**src/inc/tpwc_consts.vh**
```
// Register indices, field positions and reset values of the timer and pulse-width control block.
`ifndef TPWC_CONSTS_VH
`define TPWC_CONSTS_VH
`define TPWC_IDX_WAKEUP 6'h06
`define TPWC_IDX_TCC_CTRL 6'h07
`define TPWC_IDX_WDT_CTRL 6'h08
`define TPWC_IDX_CNT_CTRL 6'h09
`define TPWC_IDX_WIDTH_CTRL 6'h0a
`define TPWC_IDX_HIGH_PRESET 6'h0d
`define TPWC_IDX_LOW_PRESET 6'h0e
`define TPWC_IDX_IRQ_MASK 6'h0f
`define TPWC_IDX_PAGE 6'h10
`define TPWC_IDX_IRQ_STATUS 6'h11
`define TPWC_IDX_PULSE_MODE 6'h12
`define TPWC_IDX_CNT1_PRESET 6'h13
`define TPWC_IDX_CNT2_PRESET 6'h14
`define TPWC_IDX_TCC_VALUE 6'h15
`define TPWC_PAGE_BIT 0
`define TPWC_DRIVE_BIT 7
`define TPWC_EDGE0_BIT 7
`define TPWC_GIE_BIT 6
`define TPWC_TS_BIT 5
`define TPWC_TE_BIT 4
`define TPWC_COUNTER_PRESCALE_ENABLE_BIT 3
`define TPWC_WATCHDOG_ENABLE_BIT_BIT 3
`define TPWC_HI_SRC_BIT 7
`define TPWC_LO_SRC_BIT 3
`define TPWC_OUT_EN_BIT 0
`define TPWC_LONG_LOW_BIT 1
`define TPWC_CNT1_RUN_BIT 2
`define TPWC_CNT2_RUN_BIT 3
`define TPWC_IRQ_PIN 7
`define TPWC_IRQ_LOW 6
`define TPWC_IRQ_HIGH 5
`define TPWC_IRQ_CNT2 4
`define TPWC_IRQ_CNT1 3
`define TPWC_IRQ_EXT1 2
`define TPWC_IRQ_EXT0 1
`define TPWC_IRQ_TCC 0
`define TPWC_RST_WAKEUP 8'h00
`define TPWC_RST_TCC_CTRL 8'hbf
`define TPWC_RST_ZERO 8'h00
`define TPWC_ALL_ONES 8'hff
`define TPWC_WDT_MASK 8'h0f
`define TPWC_WAKE_MASK 8'h8f
`define TPWC_MODE_MASK 8'h0f
`define TPWC_HTRANS_NONSEQ 2'b10
`endif

```
**src/rtl/tpwc_top.v**
```verilog
// Timer, pulse-width output, watchdog and interrupt control block with an AHB-Lite slave.
//
// Decided for this implementation: the AHB-Lite interface to the registers.
`timescale 1ns/100ps
`include "tpwc_consts.vh"
// How it works
// - High-width timer is an 8-bit down-counter with prescaler, preset reloads on underflow.
// - High phase lasts prescaler ratio times high preset plus one source ticks.
// - Low-width timer is an 8-bit down-counter with prescaler, preset reloads on underflow.
// - Low phase lasts prescaler ratio times low preset plus one source ticks.
// - Interrupt mask holds one read-write enable bit per source, one enables.
// - Wake-up register bit 7 selects low or high drive of the pulse pin.
// - Wake-up bits 3 to 0 are active-low nibble pin-change wake enables.
// - Pin-change wake-up starts enabled after reset.
// - Edge select makes external interrupt zero rising when 0, falling when 1.
// - Global interrupt enable is read-only, cleared by disable or entry, set by enable/return.
// - Counter source bit picks instruction clock when 0, counter pin when 1.
// - Counter edge bit picks rising pin edges when 0, falling when 1.
// - Counter prescaler off gives 1:1, on gives 1:2 to 1:256.
// - Watchdog enable bit turns the watchdog on when 1.
// - Watchdog runs from the sub-oscillator with ratios 1:1 to 1:128.
// - Counter control bit 7 clocks counter two from sub or main oscillator.
// - Counter control bits 6 to 4 set counter two prescale 1:2 to 1:256.
// - Counter control bit 3 clocks counter one from sub or main oscillator.
// - Counter control bits 2 to 0 set counter one prescale 1:2 to 1:256.
// - Width control bit 7 and bits 6 to 4 set low timer source and prescale.
// - Width control bit 3 and bits 2 to 0 set high timer source and prescale.
// - Each source sets its own flag in the interrupt status register.
// - Page bit selects which control registers the shared indices reach.
// - Long-low option ignores the high preset; the low timer shapes the output alone.

module tpwc_down_timer (
  // Clock and reset.
  input wire hclk,
  input wire hresetn,
  // Control.
  input wire tick,
  input wire run,
  input wire load,
  input wire [7:0] preset,
  input wire [2:0] ps_code,
  // Status.
  output reg [7:0] count,
  output wire underflow
);
  reg [7:0] pre;
  wire [7:0] term;

  // Ratio 2^(code+1) means a terminal prescaler count of that minus one.
  assign term = `TPWC_ALL_ONES >> (3'd7 - ps_code);
  assign underflow = run & tick & (pre == term) & (count == `TPWC_RST_ZERO);

  always @(posedge hclk or negedge hresetn)
  begin
    if (!hresetn)
    begin
      pre <= `TPWC_RST_ZERO;
      count <= `TPWC_RST_ZERO;
    end
    else if (load)
    begin
      pre <= `TPWC_RST_ZERO;
      count <= preset;
    end
    else if (run && tick)
    begin
      if (pre == term)
      begin
        pre <= `TPWC_RST_ZERO;
        count <= (count == `TPWC_RST_ZERO) ? preset : count - 8'h01;
      end
      else
      begin
        pre <= pre + 8'h01;
      end
    end
  end
endmodule

module tpwc_top (
  // Clock and reset.
  input wire hclk,
  input wire hresetn,
  // AHB-Lite slave.
  input wire hsel,
  input wire [31:0] haddr,
  input wire [1:0] htrans,
  input wire hwrite,
  input wire [2:0] hsize,
  input wire hready,
  input wire [31:0] hwdata,
  output reg [31:0] hrdata,
  output wire hreadyout,
  output wire hresp,
  // Time bases, each a one-cycle tick.
  input wire instr_tick,
  input wire sub_osc_clock,
  input wire main_osc_clock,
  // Core events.
  input wire disable_irq_instruction,
  input wire enable_irq_instruction,
  input wire return_irq_instruction,
  input wire irq_entry,
  input wire wdt_clear,
  // Pins.
  input wire counter_pin,
  input wire ext_irq_zero_pin,
  input wire ext_irq_one_pin,
  input wire [7:0] porta_in,
  input wire [7:0] portb_in,
  output reg pulse_output_pin,
  output wire output_drive_select,
  // Results.
  output reg wake_request,
  output reg watchdog_reset,
  output wire cpu_irq_request
);
  localparam RD_IDLE = 2'b01;
  localparam RD_FETCH = 2'b10;

  reg [7:0] wakeup_drive_reg;
  reg [7:0] time_counter_ctrl_reg;
  reg [7:0] watchdog_ctrl_reg;
  reg [7:0] counter_pair_ctrl_reg;
  reg [7:0] width_timer_ctrl_reg;
  reg [7:0] high_width_preset_reg;
  reg [7:0] low_width_preset_reg;
  reg [7:0] irq_mask_reg;
  reg [7:0] page_select_reg;
  reg [7:0] irq_status;
  reg [7:0] pulse_mode_reg;
  reg [7:0] cnt1_preset;
  reg [7:0] cnt2_preset;
  reg [7:0] time_clock_counter;
  reg [7:0] tcc_pre;
  reg [7:0] wdt_pre;
  reg [7:0] wdt_count;
  reg global_irq_en;
  reg wr_pend;
  reg [5:0] wr_idx;
  reg [5:0] rd_idx;
  reg [1:0] rd_state;
  reg counter_pin_d;
  reg ext0_d;
  reg ext1_d;
  reg [7:0] porta_d;
  reg [7:0] portb_d;
  reg out_running;
  reg [7:0] next_status;
  reg [7:0] events;
  wire addr_ok;
  wire [5:0] a_idx;
  wire wr_any;
  wire [7:0] wd;
  wire page_one;
  wire tcc_step;
  wire tcc_src;
  wire [7:0] tcc_term;
  wire [7:0] wdt_term;
  wire hi_tick;
  wire lo_tick;
  wire hi_run;
  wire lo_run;
  wire hi_uf;
  wire lo_uf;
  wire c1_uf;
  wire c2_uf;
  wire long_low;
  wire [3:0] nib_change;

  // Decodes an index to its register, honouring the page bit.
  function sel;
    input [5:0] idx;
    input [5:0] target;
    input pg;
    begin
      if (target == `TPWC_IDX_HIGH_PRESET || target == `TPWC_IDX_LOW_PRESET
          || target == `TPWC_IDX_IRQ_MASK)
        sel = (idx == target) && !pg;
      else if (target < `TPWC_IDX_HIGH_PRESET)
        sel = (idx == target) && pg;
      else
        sel = (idx == target);
    end
  endfunction

  assign a_idx = haddr[7:2];
  assign addr_ok = (haddr[31:8] == 24'h000000) && (haddr[1:0] == 2'b00);
  assign hreadyout = (rd_state != RD_FETCH);
  assign hresp = 1'b0;
  assign wd = hwdata[7:0];
  assign wr_any = wr_pend;
  assign page_one = page_select_reg[`TPWC_PAGE_BIT];

  // Address phase capture; reads take one wait state so the data is fresh.
  always @(posedge hclk or negedge hresetn)
  begin
    if (!hresetn)
    begin
      wr_pend <= 1'b0;
      wr_idx <= 6'h00;
      rd_idx <= 6'h00;
      rd_state <= RD_IDLE;
      hrdata <= 32'h00000000;
    end
    else
    begin
      case (rd_state)
        RD_FETCH:
        begin
          rd_state <= RD_IDLE;
          hrdata <= {24'h000000, read_mux(rd_idx)};
        end
        default:
        begin
          if (hready)
          begin
            wr_pend <= hsel && (htrans == `TPWC_HTRANS_NONSEQ) && hwrite && addr_ok;
            wr_idx <= a_idx;
            rd_idx <= a_idx;
            if (hsel && (htrans == `TPWC_HTRANS_NONSEQ) && !hwrite)
              rd_state <= RD_FETCH;
            hrdata <= 32'h00000000;
          end
        end
      endcase
      if (hready && !(hsel && (htrans == `TPWC_HTRANS_NONSEQ) && !hwrite && addr_ok))
        rd_idx <= 6'h3f;
    end
  end

  // Read multiplexer; unmapped and hidden-page indices read as zero.
  function [7:0] read_mux;
    input [5:0] idx;
    begin
      read_mux = 8'h00;
      // wake enables are readable with drive bit
      if (sel(idx, `TPWC_IDX_WAKEUP, page_one))
        read_mux = wakeup_drive_reg;
      if (sel(idx, `TPWC_IDX_TCC_CTRL, page_one))
        read_mux = {time_counter_ctrl_reg[7], global_irq_en, time_counter_ctrl_reg[5:0]};
      if (sel(idx, `TPWC_IDX_WDT_CTRL, page_one))
        read_mux = watchdog_ctrl_reg;
      if (sel(idx, `TPWC_IDX_CNT_CTRL, page_one))
        read_mux = counter_pair_ctrl_reg;
      if (sel(idx, `TPWC_IDX_WIDTH_CTRL, page_one))
        read_mux = width_timer_ctrl_reg;
      if (sel(idx, `TPWC_IDX_HIGH_PRESET, page_one))
        read_mux = high_width_preset_reg;
      if (sel(idx, `TPWC_IDX_LOW_PRESET, page_one))
        read_mux = low_width_preset_reg;
      if (sel(idx, `TPWC_IDX_IRQ_MASK, page_one))
        read_mux = irq_mask_reg;
      if (sel(idx, `TPWC_IDX_PAGE, page_one))
        read_mux = page_select_reg;
      if (sel(idx, `TPWC_IDX_IRQ_STATUS, page_one))
        read_mux = irq_status;
      if (sel(idx, `TPWC_IDX_PULSE_MODE, page_one))
        read_mux = pulse_mode_reg;
      if (sel(idx, `TPWC_IDX_CNT1_PRESET, page_one))
        read_mux = cnt1_preset;
      if (sel(idx, `TPWC_IDX_CNT2_PRESET, page_one))
        read_mux = cnt2_preset;
      if (sel(idx, `TPWC_IDX_TCC_VALUE, page_one))
        read_mux = time_clock_counter;
    end
  endfunction

  // Software-written registers.
  always @(posedge hclk or negedge hresetn)
  begin
    if (!hresetn)
    begin
      wakeup_drive_reg <= `TPWC_RST_WAKEUP;
      time_counter_ctrl_reg <= `TPWC_RST_TCC_CTRL;
      watchdog_ctrl_reg <= `TPWC_RST_ZERO;
      counter_pair_ctrl_reg <= `TPWC_RST_ZERO;
      width_timer_ctrl_reg <= `TPWC_RST_ZERO;
      high_width_preset_reg <= `TPWC_RST_ZERO;
      low_width_preset_reg <= `TPWC_RST_ZERO;
      irq_mask_reg <= `TPWC_RST_ZERO;
      page_select_reg <= `TPWC_RST_ZERO;
      pulse_mode_reg <= `TPWC_RST_ZERO;
      cnt1_preset <= `TPWC_RST_ZERO;
      cnt2_preset <= `TPWC_RST_ZERO;
    end
    else if (wr_any)
    begin
      if (sel(wr_idx, `TPWC_IDX_WAKEUP, page_one))
        wakeup_drive_reg <= wd & `TPWC_WAKE_MASK;
      if (sel(wr_idx, `TPWC_IDX_TCC_CTRL, page_one))
        time_counter_ctrl_reg <= wd;
      if (sel(wr_idx, `TPWC_IDX_WDT_CTRL, page_one))
        watchdog_ctrl_reg <= wd & `TPWC_WDT_MASK;
      if (sel(wr_idx, `TPWC_IDX_CNT_CTRL, page_one))
        counter_pair_ctrl_reg <= wd;
      if (sel(wr_idx, `TPWC_IDX_WIDTH_CTRL, page_one))
        width_timer_ctrl_reg <= wd;
      if (sel(wr_idx, `TPWC_IDX_HIGH_PRESET, page_one))
        high_width_preset_reg <= wd;
      if (sel(wr_idx, `TPWC_IDX_LOW_PRESET, page_one))
        low_width_preset_reg <= wd;
      if (sel(wr_idx, `TPWC_IDX_IRQ_MASK, page_one))
        irq_mask_reg <= wd;
      if (sel(wr_idx, `TPWC_IDX_PAGE, page_one))
        page_select_reg <= {7'h00, wd[`TPWC_PAGE_BIT]};
      if (sel(wr_idx, `TPWC_IDX_PULSE_MODE, page_one))
        pulse_mode_reg <= wd & `TPWC_MODE_MASK;
      if (sel(wr_idx, `TPWC_IDX_CNT1_PRESET, page_one))
        cnt1_preset <= wd;
      if (sel(wr_idx, `TPWC_IDX_CNT2_PRESET, page_one))
        cnt2_preset <= wd;
    end
  end

  assign output_drive_select = wakeup_drive_reg[`TPWC_DRIVE_BIT];

  // Pulse-width output generator.
  // long-low disables the high timer
  assign long_low = pulse_mode_reg[`TPWC_LONG_LOW_BIT];
  assign hi_tick = width_timer_ctrl_reg[`TPWC_LO_SRC_BIT] ? main_osc_clock : sub_osc_clock;
  assign lo_tick = width_timer_ctrl_reg[`TPWC_HI_SRC_BIT] ? main_osc_clock : sub_osc_clock;
  // high timer runs only through the high phase
  assign hi_run = out_running && pulse_output_pin && !long_low;
  // low timer runs through the low phase, or always in long-low mode
  assign lo_run = out_running && (!pulse_output_pin || long_low);

  tpwc_down_timer u_high (
    .hclk(hclk),
    .hresetn(hresetn),
    .tick(hi_tick),
    .run(hi_run),
    .load(!hi_run),
    .preset(high_width_preset_reg),
    .ps_code(width_timer_ctrl_reg[2:0]),
    .count(),
    .underflow(hi_uf)
  );

  tpwc_down_timer u_low (
    .hclk(hclk),
    .hresetn(hresetn),
    .tick(lo_tick),
    .run(lo_run),
    .load(!lo_run),
    .preset(low_width_preset_reg),
    .ps_code(width_timer_ctrl_reg[6:4]),
    .count(),
    .underflow(lo_uf)
  );

  always @(posedge hclk or negedge hresetn)
  begin
    if (!hresetn)
    begin
      out_running <= 1'b0;
      pulse_output_pin <= 1'b0;
    end
    else if (!pulse_mode_reg[`TPWC_OUT_EN_BIT])
    begin
      out_running <= 1'b0;
      pulse_output_pin <= 1'b0;
    end
    else if (!out_running)
    begin
      out_running <= 1'b1;
      pulse_output_pin <= 1'b1;
    end
    // high phase ends on high underflow
    else if (hi_uf)
      pulse_output_pin <= 1'b0;
    // low underflow ends the low phase, or toggles the output in long-low mode
    else if (lo_uf)
      pulse_output_pin <= long_low ? !pulse_output_pin : 1'b1;
  end

  // Counters one and two.
  tpwc_down_timer u_cnt1 (
    .hclk(hclk),
    .hresetn(hresetn),
    .tick(counter_pair_ctrl_reg[`TPWC_LO_SRC_BIT] ? main_osc_clock : sub_osc_clock),
    .run(pulse_mode_reg[`TPWC_CNT1_RUN_BIT]),
    .load(!pulse_mode_reg[`TPWC_CNT1_RUN_BIT]),
    .preset(cnt1_preset),
    .ps_code(counter_pair_ctrl_reg[2:0]),
    .count(),
    .underflow(c1_uf)
  );

  tpwc_down_timer u_cnt2 (
    .hclk(hclk),
    .hresetn(hresetn),
    .tick(counter_pair_ctrl_reg[`TPWC_HI_SRC_BIT] ? main_osc_clock : sub_osc_clock),
    .run(pulse_mode_reg[`TPWC_CNT2_RUN_BIT]),
    .load(!pulse_mode_reg[`TPWC_CNT2_RUN_BIT]),
    .preset(cnt2_preset),
    .ps_code(counter_pair_ctrl_reg[6:4]),
    .count(),
    .underflow(c2_uf)
  );

  // Time-clock counter.
  // source select
  assign tcc_src = time_counter_ctrl_reg[`TPWC_TS_BIT] ?
    (time_counter_ctrl_reg[`TPWC_TE_BIT] ? (counter_pin_d && !counter_pin) :
     (!counter_pin_d && counter_pin)) : instr_tick;
  assign tcc_term = `TPWC_ALL_ONES >> (3'd7 - time_counter_ctrl_reg[2:0]);
  assign tcc_step = tcc_src && (!time_counter_ctrl_reg[`TPWC_COUNTER_PRESCALE_ENABLE_BIT] || tcc_pre == tcc_term);

  always @(posedge hclk or negedge hresetn)
  begin
    if (!hresetn)
    begin
      time_clock_counter <= `TPWC_RST_ZERO;
      tcc_pre <= `TPWC_RST_ZERO;
    end
    else if (wr_any && sel(wr_idx, `TPWC_IDX_TCC_VALUE, page_one))
    begin
      time_clock_counter <= wd;
      tcc_pre <= `TPWC_RST_ZERO;
    end
    else if (tcc_step)
    begin
      time_clock_counter <= time_clock_counter + 8'h01;
      tcc_pre <= `TPWC_RST_ZERO;
    end
    else if (tcc_src)
      tcc_pre <= tcc_pre + 8'h01;
  end

  // Watchdog on the sub-oscillator.
  // ratios 1:1 to 1:128
  assign wdt_term = `TPWC_ALL_ONES >> (4'd8 - {1'b0, watchdog_ctrl_reg[2:0]});

  always @(posedge hclk or negedge hresetn)
  begin
    if (!hresetn)
    begin
      wdt_pre <= `TPWC_RST_ZERO;
      wdt_count <= `TPWC_RST_ZERO;
      watchdog_reset <= 1'b0;
    end
    else if (!watchdog_ctrl_reg[`TPWC_WATCHDOG_ENABLE_BIT_BIT] || wdt_clear)
    begin
      wdt_pre <= `TPWC_RST_ZERO;
      wdt_count <= `TPWC_RST_ZERO;
      watchdog_reset <= 1'b0;
    end
    else
    begin
      watchdog_reset <= 1'b0;
      if (sub_osc_clock)
      begin
        if (wdt_pre == wdt_term)
        begin
          wdt_pre <= `TPWC_RST_ZERO;
          wdt_count <= wdt_count + 8'h01;
          watchdog_reset <= (wdt_count == `TPWC_ALL_ONES);
        end
        else
          wdt_pre <= wdt_pre + 8'h01;
      end
    end
  end

  // Pin edges, wake-up and interrupt flags.
  assign nib_change = {portb_in[7:4] != portb_d[7:4], portb_in[3:0] != portb_d[3:0],
                       porta_in[7:4] != porta_d[7:4], porta_in[3:0] != porta_d[3:0]};

  always @*
  begin
    events = 8'h00;
    events[`TPWC_IRQ_PIN] = |nib_change;
    events[`TPWC_IRQ_LOW] = lo_uf;
    events[`TPWC_IRQ_HIGH] = hi_uf;
    events[`TPWC_IRQ_CNT2] = c2_uf;
    events[`TPWC_IRQ_CNT1] = c1_uf;
    events[`TPWC_IRQ_EXT1] = !ext1_d && ext_irq_one_pin;
    // edge select for external interrupt zero
    events[`TPWC_IRQ_EXT0] = time_counter_ctrl_reg[`TPWC_EDGE0_BIT] ?
      (ext0_d && !ext_irq_zero_pin) : (!ext0_d && ext_irq_zero_pin);
    events[`TPWC_IRQ_TCC] = tcc_step && (time_clock_counter == `TPWC_ALL_ONES);
    next_status = irq_status;
    if (wr_any && sel(wr_idx, `TPWC_IDX_IRQ_STATUS, page_one))
      next_status = irq_status & ~wd;
    next_status = next_status | events;
  end

  always @(posedge hclk or negedge hresetn)
  begin
    if (!hresetn)
    begin
      irq_status <= `TPWC_RST_ZERO;
      counter_pin_d <= 1'b0;
      ext0_d <= 1'b0;
      ext1_d <= 1'b0;
      porta_d <= `TPWC_RST_ZERO;
      portb_d <= `TPWC_RST_ZERO;
      wake_request <= 1'b0;
      global_irq_en <= 1'b0;
    end
    else
    begin
      irq_status <= next_status;
      counter_pin_d <= counter_pin;
      ext0_d <= ext_irq_zero_pin;
      ext1_d <= ext_irq_one_pin;
      porta_d <= porta_in;
      portb_d <= portb_in;
      wake_request <= |(nib_change & ~wakeup_drive_reg[3:0]);
      if (enable_irq_instruction || return_irq_instruction)
        global_irq_en <= 1'b1;
      else if (disable_irq_instruction || irq_entry)
        global_irq_en <= 1'b0;
    end
  end

  assign cpu_irq_request = global_irq_en && |(irq_status & irq_mask_reg);
endmodule

```
**config.mk**
```make
export PLATFORM = sky130hd
export DESIGN_NAME = tpwc_top
export DESIGN_NICKNAME = d
export VERILOG_FILES = /design/src/rtl/tpwc_top.v
export VERILOG_INCLUDE_DIRS = /design/src /design/src/inc
export SDC_FILE = /design/constraint.sdc
export NUM_CORES = 1
export LEC_CHECK = 0
export BUFFER_PORTS_ARGS = -buffer_cell sky130_fd_sc_hd__buf_2
export CELL_PAD_IN_SITES_DETAIL_PLACEMENT = 0
export CELL_PAD_IN_SITES_GLOBAL_PLACEMENT = 1
export CORE_AREA = 2 2 230 232
export DETAILED_ROUTE_END_ITERATION = 7
export DIE_AREA = 0 0 232 234
export GPL_ROUTABILITY_DRIVEN = 0
export PLACE_DENSITY_LB_ADDON = 0.1
export SLEW_MARGIN = 20
export SYNTH_ARGS = -nofsm -noshare
export SYNTH_HDL_FRONTEND = slang
export SYNTH_HIERARCHICAL = 1
export SYNTH_SLANG_ARGS = --single-unit
```
**constraint.sdc**
```tcl
create_clock -name hclk -period 2.17 [get_ports hclk]
set_input_delay 0.434 -clock hclk [delete_from_list [all_inputs] [get_ports hclk]]
set_output_delay 0.434 -clock hclk [all_outputs]
set_load 0.02 [all_outputs]
```
Yosys cells after proc, flatten, opt, wreduce, memory -nomap -nowiden
Index checks and enable logic that the tools add are counted.
{ "totals": {"ff_bits": 253, "input_bits": 101, "output_inout_bits": 39, "elab_cells": 336} }
{ "op_classes": {"n_addsub": 18, "eq_ne": 53, "shift": 6, "muxes": 106, "bitwise_logic": 19, "n_reduce_logical": 94} }
{ "op_table": {"columns": ["cell", "n"], "rows": [
  ["$mux W8", 54],
  ["$eq A6 B4 Y1 const B", 12],
  ["$eq A6 B5 Y1 const B", 12],
  ["$add A8 B1 Y8 const B", 8],
  ["$mux W32", 2],
  ["$eq A8 B8 Y1", 6],
  ["$mux W1", 44],
  ["$logic_and A1 B1 Y1", 40],
  ["$reduce_and A2 Y1", 20],
  ["$shr A8 B3 Y8 const A", 5],
  ["$logic_not A8 Y1", 4],
  ["$sub A8 B1 Y8 const B", 4],
  ["$eq A6 B3 Y1 const B", 4],
  ["$logic_not A24 Y1", 1],
  ["$mux W6", 3],
  ["$and A8 B8 Y8", 2],
  ["$eq A8 B8 Y1 const B", 2],
  ["$ne A4 B4 Y1", 4],
  ["$sub A3 B3 Y3 const A", 5],
  ["$reduce_bool A2 Y1", 7],
  ["$and A1 B1 Y1", 12],
  ["$logic_not A1 Y1", 12],
  ["$ne A2 B2 Y1 const B", 6],
  ["$ne A2 B1 Y1 const B", 4],
  ["other kinds (15)", 23]
]} }

Logic depth before layout (Yosys ltp)
Gate-level depths: netlist of run 1.
{ "depth": {"word_depth": 18, "ltp_mapped": 12} }

Cells and area by module
The synthesis of run 1 kept the hierarchy.
{ "modules_own_cells": {"columns": ["mod", "n_inst", "cells_each", "area_each_um2", "seq_area_each_um2"], "rows": [
  ["tpwc_top", 1, 805, 8364.3, 4113.9],
  ["tpwc_down_timer", 4, 137, 1111.1, 400.4]
]} }

Worst setup path before layout of run 1
Ideal clock, no wire load.
{ "synth_path": {"path_kind": "register to register", "from": "register watchdog_ctrl_reg[1]", "to": "register wdt_count[7]", "setup_ps": 78, "arrival_ps": 2298, "path_slack_ps": -205, "stages_incl_launch_ff": 13, "n_path_buf": 1, "synth_period_minus_slack_ps": 2375, "cell_sequence": "dfrtp_1 inv_1 ha_1 inv_1 ha_1 a2111oi_0 a31oi_1 o22ai_1 and3_1 buf_6 nand2_4 or3_1 a21oi_1"} }
{ "synth_between": {"elab_chain_len": 5} }
{ "synth_lines": {"columns": ["item", "line", "rtl"], "rows": [
  ["start, declared", "tpwc_top.v:123", "reg [7:0] watchdog_ctrl_reg;"],
  ["start signal, assigned", "tpwc_top.v:276", "watchdog_ctrl_reg <= `TPWC_RST_ZERO;"],
  ["start signal, assigned", "tpwc_top.v:294", "watchdog_ctrl_reg <= wd & `TPWC_WDT_MASK;"],
  ["$sub A4 B3 Y4", "tpwc_top.v:433", "assign wdt_term = `TPWC_ALL_ONES >> (4'd8 - {1'b0, watchdog_ctrl_reg[2:0]});"],
  ["$shr A8 B4 Y8 (no source line)", null, null],
  ["$eq A8 B8 Y1", "tpwc_top.v:454", "if (wdt_pre == wdt_term)"],
  ["$reduce_bool A2 Y1 (no source line)", null, null],
  ["$reduce_and A2 Y1 (no source line)", null, null],
  ["end signal, assigned", "tpwc_top.v:440", "wdt_count <= `TPWC_RST_ZERO;"],
  ["end signal, assigned", "tpwc_top.v:446", "wdt_count <= `TPWC_RST_ZERO;"],
  ["end signal, assigned", "tpwc_top.v:457", "wdt_count <= wdt_count + 8'h01;"],
  ["end, declared", "tpwc_top.v:137", "reg [7:0] wdt_count;"]
]} }
No other way between the ends.
A chain may end at the register's enable or synchronous reset.

Worst setup path in the final report of run 1
{ "layout_path": {"from": "register watchdog_ctrl_reg[1]", "to": "register wdt_count[5]"} }
Same word-level chain as after synthesis.

==> impl_metrics.json, run 1 <==
{
  "status": "finished, violations left",
  "violations": "setup timing",
  "place_inst": 2198,
  "grt_pass1_wl_um": 66100,
  "cts_buffers": 30,
  "tightest_slew_ns": 0.559,
  "final_cells": 2286,
  "routed_via_density": 4.72,
  "multi_input_comb_area_um2": 6900,
  "first_global_vias": 10900,
  "peakVddDrop_uv": 549,
  "dp_slack_ns": -0.282,
  "synth_top_family_by_area": "simple AND/OR/NAND/NOR gates",
  "grt_usage": 0.157,
  "hold-worst-slack_ns": 0.109,
  "synth_top_area_cell": "dfrtp_1",
  "yosys.area_share.simple": 0.202,
  "power_density_nw_per_um2": 727,
  "avgSynthCellArea_um2": 9.47,
  "hold_class": "input pin to flip-flop",
  "ios": 140,
  "ys_seq_elements": 228,
  "synth_xor_area_frac": 0.0431,
  "synthTopCellsByCount": "dfrtp_1 (220), nand2_1 (144), nor2_1 (127)",
  "synth_top_area_frac": 0.430,
  "drc_errors": 0,
  "drive_gt1_frac": 0.290,
  "routedWlPerCell_um": 18.5,
  "htree_levels": 1,
  "hpwl_um": 30900,
  "nets": 1696,
  "arrival_ns": 2.74,
  "cts_buffer_depth": 3,
  "synth_mux_area_frac": 0.0896,
  "worstPathRequired_ns": 2.67,
  "root_buffer": "clkbuf_16",
  "min_period_ns": 2.24,
  "synth_area_leaders": "dfrtp_1 (43%), mux2_2 (7.3%), nand2_1 (4.2%)",
  "cts.sinks": 228,
  "vias": 10800,
  "portBuffers": 87,
  "synth_flop_cell": "dfrtp_1",
  "syn_area_um2": 12800,
  "die_area_um2": 54300,
  "synth_warnings": 6,
  "initial_utilization": 0.246,
  "cts_tree": "built",
  "firstDrtPassIters": 4,
  "fin_ws_ns": -0.0677,
  "syn2layout_area_growth_pct": 29.0,
  "rsz0062_at_grt": "true",
  "chipWidth_um": 232,
  "slew_headroom": 0.624,
  "routed_wl_um": 42200,
  "antenna_found_initial": 0,
  "cap_violations": 0,
  "finalSetupViolCount": 3,
  "cp-end-kind": "flip-flop",
  "total_power_w": 0.0120,
  "fin_worst_skew_ns": 0.0191,
  "synth_edf_count": 0,
  "grt_max_degree": 74,
  "antenna_cells": 0,
  "die_h_um": 234,
  "leakage_nw": 7.10,
  "ys_types": 80,
  "drtIter0Drc": 644,
  "async_flop_share": 1.00,
  "slew_violations": 0,
  "hold_viol": 0,
  "timing.final.crit_share": 1.03,
  "crit_fanout": 6,
  "grt_remaining_overflow": 0,
  "synth_compound_area_frac": 0.152,
  "yosysMostFrequentCell": "dfrtp_1",
  "clock_latency_ns": 0.58,
  "worstSetupPathType": "flip-flop to flip-flop",
  "detail-route-antenna-nets": 0,
  "synth_fa_ha_area_frac": 0.0195,
  "max_freq_ghz": 0.447,
  "rows": 84,
  "startpoint_type": "flip-flop",
  "n_fill_cell": 5481,
  "clk_pin_slew_ns": 0.06,
  "core_area_um2": 52000,
  "seq_area_um2": 5720,
  "syn_inst": 1353,
  "seq_area_frac_synth": 0.446
}
## report_power, final
group / internal [W] / total [W] / switching (W)
sequential: 0.00454 / 0.00488 / 0.000344
clock: 0.00336 / 0.00543 / 0.00206
combinational: 0.000751 / 0.00171 / 0.000959
total: 0.00865 / 0.0120 / 0.00337
## placed cells by master (no fill, tap or decap), types with 7 or more instances in the layout
cell type,n
dfrtp_1,214
nand2_1,142
buf_4,128
nor2_1,118
buf_2,86
mux2_2,83
a21oi_1,63
o21ai_0,48
nand3_1,42
nor3_1,37
xor2_1,36
o21ai_1,35
clkbuf_16,31
inv_1,30
nand2b_1,30
xnor2_1,26
conb_1,25
dlygate4sd3_1,22
ha_1,18
nand4_1,17
nor4_1,16
a22oi_1,16
a31oi_1,16
and3_1,16
nor2b_1,14
nand3b_1,13
mux2i_1,13
and2_1,10
a22o_1,9
dfstp_2,8
a21o_1,7
inv_2,7
o211ai_1,7
o22ai_1,7
buf_12,7
## through the flow
stage / utilization / instance area [um^2] / TNS [ns]
global route: 0.318 / 16500 / -1.85
floorplan: - / 12900 / -0.0621
detailed placement: 0.285 / 14800 / -3.60
CTS: 0.312 / 16200 / -0.255
finish: 0.318 / 16500 / -0.122
global placement: 0.285 / 14800 / -3.70
## kinds of logic after synthesis
family          after synthesis
compound gates              295
xor+xnor                     63
fa+ha+maj                    20
buf+inv                     122
flops                       228
mux                         101
other cells                   1
simple gates                523
## timing repair
action | in CTS | in global routing
hold buffers | 22 | 0
buffers inserted | 6 | 6
endpoints found under the hold margin | 50 | 0
endpoints found under the setup margin | 25 | 52
pin swaps | 9 | 17
resized for setup | 18 | 61
## area by class of cell
cell class,count,share of cell area
Clock buffer,42,0.0525
Clock inverter,13,0.0122
Inverter,39,0.00908
Multi-Input combinational cell,1027,0.418
Sequential cell,228,0.346
Tap cell,688,0.0521
Timing Repair Buffer,249,0.110
## final timing paths
check	from	endpoint	slack (ns)	cells after the start
worst max-delay path	watchdog_ctrl_reg[1]	wdt_count[5]	-0.07	7
worst min-delay path	haddr[4]	wr_idx[2]	0.11	3
worst max register to register	watchdog_ctrl_reg[1]	wdt_count[5]	-0.07	7
worst min register to register	wr_idx[5]	wr_idx[5]	0.48	2
max in group asynchronous	hresetn	time_counter_ctrl_reg[3]	1.06	3
min in group asynchronous	hresetn	watchdog_ctrl_reg[0]	0.35	2
## per-layer routing
metal,global-route usage,part of all wire
met1,0.224,0.50
met5,0,0
met3,0.0209,0.031
met2,0.252,0.45
met4,0.0353,0.020
## worst max-delay path, cell delays in order, from the launching register on
cell and delay [ns]:
dfrtp_1 0.40, or3_4 0.39, or4_1 0.41, o22ai_1 0.17, and3_4 0.25, nand2_4 0.08, or3_4 0.33, a21oi_2 0.13
No activity file was read; power rests on OpenSTA's default activity.
==> run 2, diff against run 1 <==
--- a/config.mk
+++ b/config.mk
@@ -14,6 +14,7 @@
 export DIE_AREA = 0 0 232 234
 export GPL_ROUTABILITY_DRIVEN = 0
 export PLACE_DENSITY_LB_ADDON = 0.1
+export SETUP_SLACK_MARGIN = 0.1
 export SLEW_MARGIN = 20
 export SYNTH_ARGS = -nofsm -noshare
 export SYNTH_HDL_FRONTEND = slang
==> run 2 against run 1 <==
Effect of this change:
- the flow still finishes with violations (setup timing)
- worst hold slack got worse by 0.074 ns
- critical endpoint is now wdt_count[7]
- critical path depth is the same
- sequential cell count stayed put
- sequential share of layout area decreased by 0.083 points
- non-clock buffer count unchanged
- register-to-register slack barely moved
- fmax about the same
- clock power down 14%
- cell area increased by 0.44%
- total power is 6.0% lower
- cell count barely moved
- sequential power about the same
- highest routed layer is now met5
==> impl_metrics.json, run 2 (synthesis gave the netlist of run 1 again) <==
{
  "initial_utilization": 0.246,
  "n_fill_cell": 5435,
  "antenna_found_initial": 3,
  "drtIter0Drc": 607,
  "grt_usage": 0.155,
  "cp-end-kind": "flip-flop",
  "drc_errors": 0,
  "routed_wl_um": 41900,
  "tightest_slew_ns": 0.570,
  "ios": 140,
  "finalSetupViolCount": 3,
  "arrival_ns": 2.74,
  "die_area_um2": 54300,
  "violations": "setup timing",
  "cpPeakStageDelay_ns": 0.41,
  "crit_fanout": 6,
  "portBuffers": 87,
  "die_h_um": 234,
  "fin_area_um2": 16600,
  "firstDrtPassIters": 5,
  "power_density_nw_per_um2": 680,
  "timing.final.crit_share": 1.03,
  "dpl-instance-area_um2": 14800,
  "routedWlPerCell_um": 18.3,
  "status": "finished, violations left",
  "grt_pass1_wl_um": 65300,
  "root_buffer": "clkbuf_16",
  "first_global_vias": 10900,
  "leakage_nw": 7.05,
  "nets": 1695,
  "detail-route-antenna-nets": 0,
  "min_period_ns": 2.24,
  "rsz0062_at_grt": "true",
  "worstPathRequired_ns": 2.67,
  "routed_via_density": 4.79,
  "slew_violations": 0,
  "core_area_um2": 52000,
  "slew_headroom": 0.617,
  "antenna_cells": 0,
  "final_cell_mix": "dfrtp_1 (205), nand2_1 (142), buf_4 (126)",
  "worstSetupPathType": "flip-flop to flip-flop",
  "peakVddDrop_uv": 598,
  "grt_remaining_overflow": 0,
  "rows": 84,
  "grt_max_degree": 67,
  "syn2layout_area_growth_pct": 29.6,
  "place_inst": 2188,
  "fin_ws_ns": -0.0693,
  "hpwl_um": 30900,
  "path_cells": "or3_4, or4_1, o22ai_1, and3_4, nand2_4, or3_1, a21oi_2",
  "clock_latency_ns": 0.58,
  "crit_slowest_cell": "dfrtp_1",
  "tns_ns": -0.180,
  "vias": 10900,
  "final_cells": 2285,
  "cts_buffer_depth": 3,
  "fin_worst_skew_ns": 0.0209,
  "cts_tree": "built",
  "clk_pin_slew_ns": 0.06,
  "drive_gt1_frac": 0.315,
  "cts.sinks": 228,
  "startpoint_type": "flip-flop",
  "max_freq_ghz": 0.447,
  "hold_viol": 0,
  "final_util": 0.319,
  "chipWidth_um": 232,
  "final_common_cell": "dfrtp_1",
  "hold_class": "input pin to flip-flop",
  "htree_levels": 1,
  "cap_violations": 0,
  "cts_buffers": 29
}
## run 2: cell type report
cell class | instances | area, um^2 | share of cell area
repair buffers | 249 | 1840 | 0.111
clock buffers | 40 | 797 | 0.0480
flip-flops and latches | 228 | 5730 | 0.345
multi-input cells | 1027 | 7120 | 0.429
clock inverters | 14 | 104 | 0.00626
inverters | 39 | 146 | 0.00882
well taps | 688 | 861 | 0.0519
## run 2: power by group
| part | switching, W | internal [W] | leakage [nW] |
|---|---|---|---|
| registers | 0.000354 | 0.00454 | 2.81 |
| logic | 0.000980 | 0.000765 | 3.80 |
| clock network | 0.00198 | 0.00268 | 0.446 |
| total | 0.00331 | 0.00798 | 7.05 |
## run 2: metal layers
layer | up-vias | wire length (um) | part of all wire | GRT usage
li1 | 5295 | - | - | -
met1 | 5402 | 20300 | 0.48 | 0.219
met2 | 184 | 19000 | 0.45 | 0.247
met3 | 56 | 1510 | 0.036 | 0.0232
met4 | 2 | 1060 | 0.025 | 0.0415
met5 | - | 11 | 0.00026 | 0
## run 2: repair_timing
item	4_1_cts	5_1_grt
pin swaps	24	38
hold endpoints to repair	43	0
setup endpoints to repair	42	95
resized for setup	45	93
hold buffers	19	0
buffers inserted	8	16
## run 2: through the flow
step                      power [W]  hold slack [ns]  setup slack [ns]
after floorplan             0.00585            0.138           -0.0359
after global placement      0.00657            0.325            -0.304
after detailed placement    0.00657            0.326            -0.295
after CTS                    0.0114          0.00878           -0.0877
after global routing         0.0119           0.0205            -0.188
final                        0.0113           0.0349           -0.0693
## run 2: worst max-delay path, delay by kind of cell, from the launching register on
kind / cells / cell delay (ns)
AND/OR/NAND/NOR: 5 / 1.47
flip-flops: 1 / 0.41
AO/OA/AOI/OAI: 2 / 0.29
## run 2: worst paths after layout
| check | cells after the start | end | slack [ns] | from |
|---|---|---|---|---|
| setup reg to reg | 7 | wdt_count[7] | -0.07 | watchdog_ctrl_reg[1] |
| hold / removal | 1 | ext1_d | 0.03 | ext_irq_one_pin |
| max in group asynchronous | 3 | time_counter_ctrl_reg[0] | 1.14 | hresetn |
| min in group asynchronous | 2 | wdt_count[7] | 0.32 | hresetn |
| setup / recovery | 7 | wdt_count[7] | -0.07 | watchdog_ctrl_reg[1] |
| hold reg to reg | 2 | rd_state[0] | 0.49 | rd_state[0] |
==> run 3, diff against run 2 <==
--- a/config.mk
+++ b/config.mk
@@ -9,9 +9,9 @@
 export BUFFER_PORTS_ARGS = -buffer_cell sky130_fd_sc_hd__buf_2
 export CELL_PAD_IN_SITES_DETAIL_PLACEMENT = 0
 export CELL_PAD_IN_SITES_GLOBAL_PLACEMENT = 1
-export CORE_AREA = 2 2 230 232
+export CORE_AREA = 2 2 178 180
 export DETAILED_ROUTE_END_ITERATION = 7
-export DIE_AREA = 0 0 232 234
+export DIE_AREA = 0 0 180 182
 export GPL_ROUTABILITY_DRIVEN = 0
 export PLACE_DENSITY_LB_ADDON = 0.1
 export SETUP_SLACK_MARGIN = 0.1
==> run 3 against run 2 <==
Effect of this change:
- the flow finishes with violations (DRC, setup timing)
- global-route usage increased by 6.5 points
- critical path depth did not move
- register-to-register slack is essentially flat
- largest cell class unchanged
==> impl_metrics.json, run 3 (synthesis gave the netlist of run 1 again) <==
{
  "dp_slack_ns": -0.283,
  "seq_area_um2": 5730,
  "finalSetupViolCount": 4,
  "vias": 10700,
  "status": "finished, violations left",
  "grt_usage": 0.219,
  "cts_tree": "built",
  "root_buffer": "clkbuf_16",
  "arrival_ns": 2.71,
  "drive_gt1_frac": 0.303,
  "worstPathRequired_ns": 2.64,
  "max_freq_ghz": 0.445,
  "place_inst": 1881,
  "leakage_nw": 6.90,
  "die_h_um": 182,
  "htree_levels": 1,
  "hpwl_um": 26100,
  "worstSetupPathType": "flip-flop to flip-flop",
  "drtIter0Drc": 787,
  "final_cells": 1960,
  "cap_violations": 0,
  "nets": 1657,
  "rows": 65,
  "violations": "DRC, setup timing",
  "fin_ws_ns": -0.0752,
  "portBuffers": 87,
  "cp-end-kind": "flip-flop",
  "peakVddDrop_uv": 581,
  "crit_fanout": 6,
  "multi_input_comb_area_um2": 7030,
  "cts_buffers": 28,
  "first_global_vias": 10500,
  "slew_violations": 0,
  "min_period_ns": 2.25,
  "drc_errors": 8,
  "rsz0062_at_grt": "true",
  "final_common_cell": "dfrtp_1",
  "fin_worst_skew_ns": 0.0144,
  "final_cell_mix": "dfrtp_1 (206), nand2_1 (142), nor2_1 (115)",
  "hold_class": "input pin to flip-flop",
  "syn2layout_area_growth_pct": 24.1,
  "detail-route-antenna-nets": 0,
  "tightest_slew_ns": 0.586,
  "grt_max_degree": 71,
  "hold-worst-slack_ns": 0.0263,
  "slew_headroom": 0.609,
  "die_area_um2": 32800,
  "routed_via_density": 5.48,
  "clk_pin_slew_ns": 0.06,
  "grt_pass1_wl_um": 58000,
  "routedWlPerCell_um": 18.5,
  "hold_viol": 0,
  "chipWidth_um": 180,
  "power_density_nw_per_um2": 721,
  "startpoint_type": "flip-flop",
  "cts_buffer_depth": 3,
  "cts.sinks": 228,
  "initial_utilization": 0.413,
  "antenna_cells": 0,
  "final_util": 0.513,
  "grt_remaining_overflow": 0,
  "timing.final.crit_share": 1.03,
  "clock_latency_ns": 0.54,
  "ios": 140,
  "routed_wl_um": 36300,
  "n_fill_cell": 2889,
  "core_area_um2": 31000,
  "firstDrtPassIters": 8,
  "antenna_found_initial": 0
}
==> run 3: per-stage QoR <==
step	total power, W	setup TNS, ns	area (um^2)
2_1_floorplan	0.00585	-0.0621	12900
3_3_place_gp	0.00644	-2.75	14200
3_5_place_dp	0.00646	-3.43	14200
4_1_cts	0.0115	-0.145	15400
5_1_grt	0.0120	-1.83	15900
6_report	0.0115	-0.190	15900
==> run 3: worst paths after layout <==
check                                     start      endpoint  slack [ns]  depth (start not counted)
max reg2reg                watchdog_ctrl_reg[2]  wdt_count[5]       -0.08                          7
max in group asynchronous               hresetn   rd_state[0]        1.00                          3
max                        watchdog_ctrl_reg[2]  wdt_count[5]       -0.08                          7
min                                 portb_in[0]    portb_d[0]        0.03                          1
min in group asynchronous               hresetn    wdt_pre[2]        0.39                          2
min reg2reg                         rd_state[0]   rd_state[0]        0.49                          2
==> run 3: cell type report <==
type,instances,share of cell area
Clock inverter,12,0.0104
Multi-Input combinational cell,1027,0.442
Timing Repair Buffer,212,0.0930
Tap cell,402,0.0317
Inverter,39,0.00961
Clock buffer,40,0.0521
Sequential cell,228,0.361
==> run 3: power breakdown <==
| group | switching, W | total (W) | leakage, nW | internal (W) |
|---|---|---|---|---|
| sequential | 0.000354 | 0.00489 | 2.81 | 0.00454 |
| combinational | 0.000917 | 0.00162 | 3.60 | 0.000704 |
| clock | 0.00183 | 0.00494 | 0.487 | 0.00311 |
==> run 3: metal layers <==
metal,vias up,share of wire,GRT usage
met5,-,0,0
met4,0,0.028,0.0602
met3,68,0.041,0.0295
met2,275,0.45,0.351
met1,5199,0.48,0.314
li1,5202,-,-
==> run 3: timing repair <==
action,4_1_cts,5_1_grt
hold buffers,1,0
pin swaps,23,34
endpoints found under the hold margin,41,0
setup buffers,7,19
setup endpoints to repair,28,77
gates cloned,0,0
gates resized for setup,38,91
==> run 3: worst max-delay path, cell delays in order, from the launching register on <==
cell and delay (ns):
dfrtp_1 0.39, or3_4 0.39, or4_1 0.39, o22ai_1 0.19, and3_4 0.27, nand2_4 0.08, or3_1 0.31, a21oi_1 0.14
